### src/hdl/rx_handoff_pkg.sv
// Purpose: Shared constants and carriers for the receive data handoff
// Assumes: 8-bit characters, single system clock
// Notes:   No software-visible registers; all control travels on ports
package rx_handoff_pkg;

    localparam int          DATA_W        = 8;
    localparam logic [7:0]  DATA_RESET    = 8'h00;
    localparam logic        FLAG_RESET    = 1'b0;

    // ****************************************************************
    // Carriers
    // ****************************************************************
    typedef struct packed {
        logic              done;
        logic [DATA_W-1:0] data;
    } rx_frame_s;

    typedef struct packed {
        logic              receive_full_flag;
        logic              overrun;
    } rx_status_s;

endpackage : rx_handoff_pkg

### src/hdl/rx_data_hold.sv
// Purpose: Receive data register with registered read port
// Assumes: Load and read on the same clock as the owner
// Notes:   A load shows on hold_data only from the cycle after it
module rx_data_hold (
    input  wire logic                               mclk,
    input  wire logic                               rstn,
    input  wire logic                               load,
    input  wire logic [rx_handoff_pkg::DATA_W-1:0]  load_data,
    output logic      [rx_handoff_pkg::DATA_W-1:0]  hold_data
);

    logic [rx_handoff_pkg::DATA_W-1:0] data_reg;
    logic [rx_handoff_pkg::DATA_W-1:0] data_next;

    always_comb begin
        data_next = data_reg;
        if (load) begin
            data_next = load_data;
        end
    end

    always_ff @(posedge mclk) begin
        if (!rstn) begin
            data_reg <= rx_handoff_pkg::DATA_RESET;
        end else begin
            data_reg <= data_next;
        end
    end

    assign hold_data = data_reg;

endmodule : rx_data_hold

### src/hdl/serial_receive_data_handoff.sv
// Purpose: Hands received characters from the serial unit to software
// Assumes: frame_in comes from receive logic on mclk; rd_strobe from the reader
// Notes:   Read data is presented one cycle after rd_strobe
//          A read that meets a frame end returns the new character
//          Overrun stays set until the next read
module serial_receive_data_handoff (
    input  wire logic                               mclk,
    input  wire logic                               rstn,
    input  rx_handoff_pkg::rx_frame_s               frame_in,
    input  wire logic                               rd_strobe,
    output logic      [rx_handoff_pkg::DATA_W-1:0]  rd_data,
    output logic                                    rd_valid,
    output rx_handoff_pkg::rx_status_s              status,
    output logic                                    overrun_pulse
);

    // ****************************************************************
    // Flag state
    // ****************************************************************
    logic                                    full_reg;
    logic                                    full_next;
    logic                                    ovr_reg;
    logic                                    ovr_next;
    logic                                    ovr_pulse_reg;
    logic                                    ovr_pulse_next;

    // ****************************************************************
    // Read port state
    // ****************************************************************
    logic                                    valid_reg;
    logic                                    valid_next;
    logic [rx_handoff_pkg::DATA_W-1:0]       rdata_reg;
    logic [rx_handoff_pkg::DATA_W-1:0]       rdata_next;

    // ****************************************************************
    // Decode and data path signals
    // ****************************************************************
    logic                                    frame_done;
    logic [rx_handoff_pkg::DATA_W-1:0]       frame_data;
    logic                                    frame_end_normal;
    logic                                    frame_end_collide;
    logic                                    frame_end_overrun;
    logic                                    load;
    logic                                    read_new;
    logic [rx_handoff_pkg::DATA_W-1:0]       hold_data;
    logic [rx_handoff_pkg::DATA_W-1:0]       read_src;

    // ****************************************************************
    // Frame carrier
    // ****************************************************************
    always_comb begin
        frame_done = frame_in.done;
        frame_data = frame_in.data;
    end

    // ****************************************************************
    // Frame-end decode
    // ****************************************************************
    // Each completed frame is classed by the flag that it meets
    always_comb begin
        frame_end_normal  = 1'b0;
        frame_end_collide = 1'b0;
        frame_end_overrun = 1'b0;
        if (frame_done) begin
            if (!full_reg) begin
                frame_end_normal = 1'b1;
            end else if (rd_strobe) begin
                // The read frees the slot but returns the new character, so the held one is overwritten without an overrun
                frame_end_collide = 1'b1;
            end else begin
                frame_end_overrun = 1'b1;
            end
        end
    end

    // ****************************************************************
    // Load strobe
    // ****************************************************************
    // Both accepted kinds of frame end write the receive data register
    always_comb begin
        load = frame_end_normal | frame_end_collide;
    end

    // ****************************************************************
    // Receive-full flag
    // ****************************************************************
    always_comb begin
        full_next = full_reg;
        if (rd_strobe) begin
            full_next = 1'b0;
        end
        // Set wins over the clear of a coincident read
        if (load) begin
            full_next = 1'b1;
        end
    end

    always_ff @(posedge mclk) begin
        if (!rstn) begin
            full_reg <= rx_handoff_pkg::FLAG_RESET;
        end else begin
            full_reg <= full_next;
        end
    end

    // ****************************************************************
    // Sticky overrun flag
    // ****************************************************************
    always_comb begin
        ovr_next = ovr_reg;
        if (rd_strobe) begin
            ovr_next = 1'b0;
        end
        // An overrun frame end never has a read beside it, so set and clear never meet
        if (frame_end_overrun) begin
            ovr_next = 1'b1;
        end
    end

    always_ff @(posedge mclk) begin
        if (!rstn) begin
            ovr_reg <= rx_handoff_pkg::FLAG_RESET;
        end else begin
            ovr_reg <= ovr_next;
        end
    end

    // ****************************************************************
    // Overrun pulse
    // ****************************************************************
    always_comb begin
        ovr_pulse_next = frame_end_overrun;
    end

    always_ff @(posedge mclk) begin
        if (!rstn) begin
            ovr_pulse_reg <= rx_handoff_pkg::FLAG_RESET;
        end else begin
            ovr_pulse_reg <= ovr_pulse_next;
        end
    end

    // ****************************************************************
    // Receive data register
    // ****************************************************************
    rx_data_hold u_hold (
        .mclk      (mclk),
        .rstn      (rstn),
        .load      (load),
        .load_data (frame_data),
        .hold_data (hold_data)
    );

    // ****************************************************************
    // Read bypass
    // ****************************************************************
    // A read in the completion cycle must see the character landing now
    always_comb begin
        read_new = rd_strobe & load;
        read_src = read_new ? frame_data : hold_data;
    end

    // ****************************************************************
    // Read valid
    // ****************************************************************
    always_comb begin
        valid_next = rd_strobe;
    end

    always_ff @(posedge mclk) begin
        if (!rstn) begin
            valid_reg <= rx_handoff_pkg::FLAG_RESET;
        end else begin
            valid_reg <= valid_next;
        end
    end

    // ****************************************************************
    // Read data
    // ****************************************************************
    // Held between reads so the reader may sample it late
    always_comb begin
        rdata_next = rdata_reg;
        if (rd_strobe) begin
            rdata_next = read_src;
        end
    end

    always_ff @(posedge mclk) begin
        if (!rstn) begin
            rdata_reg <= rx_handoff_pkg::DATA_RESET;
        end else begin
            rdata_reg <= rdata_next;
        end
    end

    // ****************************************************************
    // Reader duties
    // ****************************************************************
    // The block cannot tell a first read from a repeat read.
    // A repeat read while the flag is clear may return the next character.
    // Nothing here stalls the link, so a late reader loses data to overrun.
    // A reader that needs a value twice keeps its own copy.

    // ****************************************************************
    // Outputs
    // ****************************************************************
    assign rd_data                  = rdata_reg;
    assign rd_valid                 = valid_reg;
    assign status.receive_full_flag = full_reg;
    assign status.overrun           = ovr_reg;
    assign overrun_pulse            = ovr_pulse_reg;

endmodule : serial_receive_data_handoff

### config.mk
export PLATFORM = sky130hd
export DESIGN_NAME = serial_receive_data_handoff
export DESIGN_NICKNAME = d
export VERILOG_FILES = /design/src/hdl/rx_handoff_pkg.sv /design/src/hdl/rx_data_hold.sv /design/src/hdl/serial_receive_data_handoff.sv
export SDC_FILE = /design/constraint.sdc
export NUM_CORES = 1
export LEC_CHECK = 0
export BUFFER_PORTS_ARGS = -buffer_cell sky130_fd_sc_hd__buf_4
export CAP_MARGIN = 20
export CORE_ASPECT_RATIO = 0.8
export CORE_MARGIN = 2
export CORE_UTILIZATION = 29
export DETAILED_ROUTE_END_ITERATION = 7
export GPL_TIMING_DRIVEN = 0
export SYNTH_ARGS = -nofsm -noshare
export SYNTH_HDL_FRONTEND = slang
export SYNTH_SLANG_ARGS = --single-unit
### constraint.sdc
create_clock -name mclk -period 1.5 [get_ports mclk]
set_clock_uncertainty 0.2 [all_clocks]
set_input_delay 0.075 -clock mclk [delete_from_list [all_inputs] [get_ports mclk]]
set_output_delay 0.075 -clock mclk [all_outputs]
set_load 0.03 [all_outputs]
==> qor.yml <==
route:
  route.detailed.vias_per_inst: 4.38
  maxUsedRoutingLayer: "met3"
  detailedRoute.firstPassIterationCount: 4
  wl_um: 1910
  num_vias: 714
  wirelength_met1_um: 924
  number_of_routed_nets_with_antenna_violations: 0
  wl_met2_um: 887
  drt_drc_violations_left: 0
  drtIter0Drc: 21
  post_drt_wl_per_cell_um: 11.7
  met3_wirelength_um: 95
sta:
  layout_setup_ws_ns: 0.0915
  slew_headroom: 0.858
  final.min_clock_period_ns: 1.41
  timing_hold_violations_final: 0
  timing.fmax_mhz: 710
  fin_setup_tns_ns: 0
  rsz0062_at_grt: "false"
  worst_slew_pin_slew_ns: 0.212
  finalSetupViolations: 0
  finalMaxSlewViolations: 0
  finalCritPeriodShare: 0.939
clock_network:
  clockRootBuffer: "sky130_fd_sc_hd__clkbuf_4"
  numCtsBuffers: 3
  ctsHtreeMaxLevel: 1
  cts-resized-gates: 0
  path_clk_slew_ns: 0.12
  cts_hold_buffers: 17
  cts_num_sinks: 20
  cts-root-to-sink-buffers: 2
  total_setup_buffers_inserted_after_cts: 0
  cts_tree: "done"
  clock_insertion_delay_worst_skew_ns: 0.30
placed_design:
  globalplace.congestion: 0.712
  post_dp_cell_area_mm2: 0.00103
  place_ws_ns: 0.299
  buffer_ports.inserted: 21
  place_hpwl_um: 1270
layout:
  num-nets-final: 139
  post-route-util: 0.448
  antenna_cells_inserted: 0
  seqCellArea_um2: 400
  area_growth_syn_to_layout_pct: 48.5
  fillerInstances: 296
  post_route_cells_drive_above_1_share: 0.280
  multiInputGateArea_um2: 355
  final_design_area_no_fill_mm2: 0.00122
  final_common_cell: "sky130_fd_sc_hd__buf_4"
  leading_cell_types_in_the_layout_fill_and_taps_excluded: "sky130_fd_sc_hd__buf_4, sky130_fd_sc_hd__dfxtp_1, sky130_fd_sc_hd__dlygate4sd3_1, sky130_fd_sc_hd__nand2_1, sky130_fd_sc_hd__mux2i_1"
worst_setup_path:
  crit_top_cell: "sky130_fd_sc_hd__dlygate4sd3_1"
  highest_delay_cell_along_the_critical_path: "sky130_fd_sc_hd__dlygate4sd3_1"
  worstSetupEndpointType: "flop"
  critPathKind: "input port to flop"
  crit_arrival_ns: 1.40
  timing.critical_path.from_type: "input port"
  cpLargestDelayFamily: "buffers and inverters"
  worstPathCellList: "dlygate4sd3_1 -> buf_4 -> nand2_1 -> dlygate4sd3_1 -> mux2i_1"
  cp_slowest_stage_delay_ns: 0.54
  path_max_fanout: 2
  path_buf_inv: 3
  worst_ep_required_time_ns: 1.49
power_and_ir_drop:
  power.switching_mw: 0.296
  power.share.sequential: 0.541
  leak_pwr_nw: 0.548
  report.power.total_mw: 1.07
  cell_internal_pwr_mw: 0.777
  power.ir.vdd_worst_mv: 0.479
  power-per-cell-area_mw_per_mm2: 881
  power_switching_share: 0.276
  clock_power_share: 0.240
  share_comb_of_total_power: 0.219
global_route:
  grt_pass1_wl_um: 3040
  grt_start_max_net_pins: 11
  groute.usage.overall: 0.121
  initial_antenna_violation_count: 0
  grt_overflow: 0
  grt_pass1_vias: 665
floorplanning:
  start_util: 0.301
  fp.dieH_um: 51.6
  placementRows: 17
  floorplan.die.width_um: 63.5
  floorplan.io_pins: 24
  design.core.area_mm2: 0.00272
  floorplan.die_area_mm2: 0.00327
logic_synthesis:
  netlist-cell-type-count: 14
  synthesis.instances: 84
  synth_top_area_frac: 0.488
  netlist.top_cell.by_area: "sky130_fd_sc_hd__dfxtp_1"
  avgSynthCellArea_um2: 9.77
  synth.cell_area_um2: 821
  synthesis.yosys.warnings: 0
  ys_seq_elements: 20
  yosys-top-cells-area: "sky130_fd_sc_hd__dfxtp_1, sky130_fd_sc_hd__mux2i_1, sky130_fd_sc_hd__nand2_1"
  share_of_synthesized_area_occupied_by_flip_flops_and_latches: 0.488
  synth_fp_nets: 96
worst_hold_path:
  min_path_type: "input port to flop"
run:
  cap_violations: 0
run_status:
  status: "complete, no violations"
-- cells by family (layout without fill, tap and decap cells) --
family | after synthesis | in the layout | share of synthesized area
mux | 16 | 16 | 0.195
buf+inv | 9 | 50 | 0.0793
flops | 20 | 20 | 0.488
compound gates | 18 | 18 | 0.113
simple gates | 21 | 21 | 0.125
-- synth_stat cells --
cell,instances
sky130_fd_sc_hd__o21a_1,1
sky130_fd_sc_hd__o21ai_0,8
sky130_fd_sc_hd__buf_2,4
sky130_fd_sc_hd__a21oi_1,9
sky130_fd_sc_hd__and3_1,1
sky130_fd_sc_hd__nor3b_1,1
sky130_fd_sc_hd__buf_6,2
sky130_fd_sc_hd__nand2_1,16
sky130_fd_sc_hd__nor2b_2,1
sky130_fd_sc_hd__dfxtp_1,20
sky130_fd_sc_hd__and2_1,1
sky130_fd_sc_hd__buf_4,3
sky130_fd_sc_hd__nor2b_4,1
sky130_fd_sc_hd__mux2i_1,16
-- per-stage QoR --
| stage | hold WS, ns | std cells |
|---|---|---|
| after global routing | 0.0847 | 163 |
| final | 0.0773 | 163 |
| after CTS | 0.0814 | 163 |
| after detailed placement | 0.153 | 143 |
| after floorplan | 0.0171 | 84 |
| after global placement | 0.143 | 143 |
-- per-layer routing --
metal | vias to the layer above | GRT usage
met5 | - | 0
met4 | 0 | 0.0109
met3 | 0 | 0.0411
met2 | 19 | 0.195
met1 | 327 | 0.164
li1 | 368 | -
-- power groups by stage --
stage	clock [mW]	combinational, mW	sequential [mW]
2_1_floorplan	0	0.0954	0.624
3_3_place_gp	0	0.197	0.592
3_5_place_dp	0	0.201	0.593
4_1_cts	0.260	0.236	0.581
5_1_grt	0.291	0.251	0.586
6_report	0.258	0.235	0.581
-- path summary, 6_finish.rpt --
check	startpoint	end	slack, ns	depth (start not counted)
setup / recovery	frame_in[4]	u_hold.hold_data[4]	0.09	5
hold / removal	rstn	full_reg	0.08	3
setup reg to reg	full_reg	u_hold.hold_data[6]	0.27	4
hold reg to reg	u_hold.hold_data[5]	u_hold.hold_data[5]	0.27	2
-- tightest hold or removal path: cells and delay by family --
kind            cells  cell delay (ns)
compound gates      1             0.12
buf+inv             2             0.35
-- area by class of cell --
type                            instances  area share
Buffer                                  9      0.0534
Clock buffer                            3      0.0185
Multi-Input combinational cell         55       0.292
Sequential cell                        20       0.329
Tap cell                               38      0.0390
Timing Repair Buffer                   38       0.269
Power figures use the tool's default switching activity.
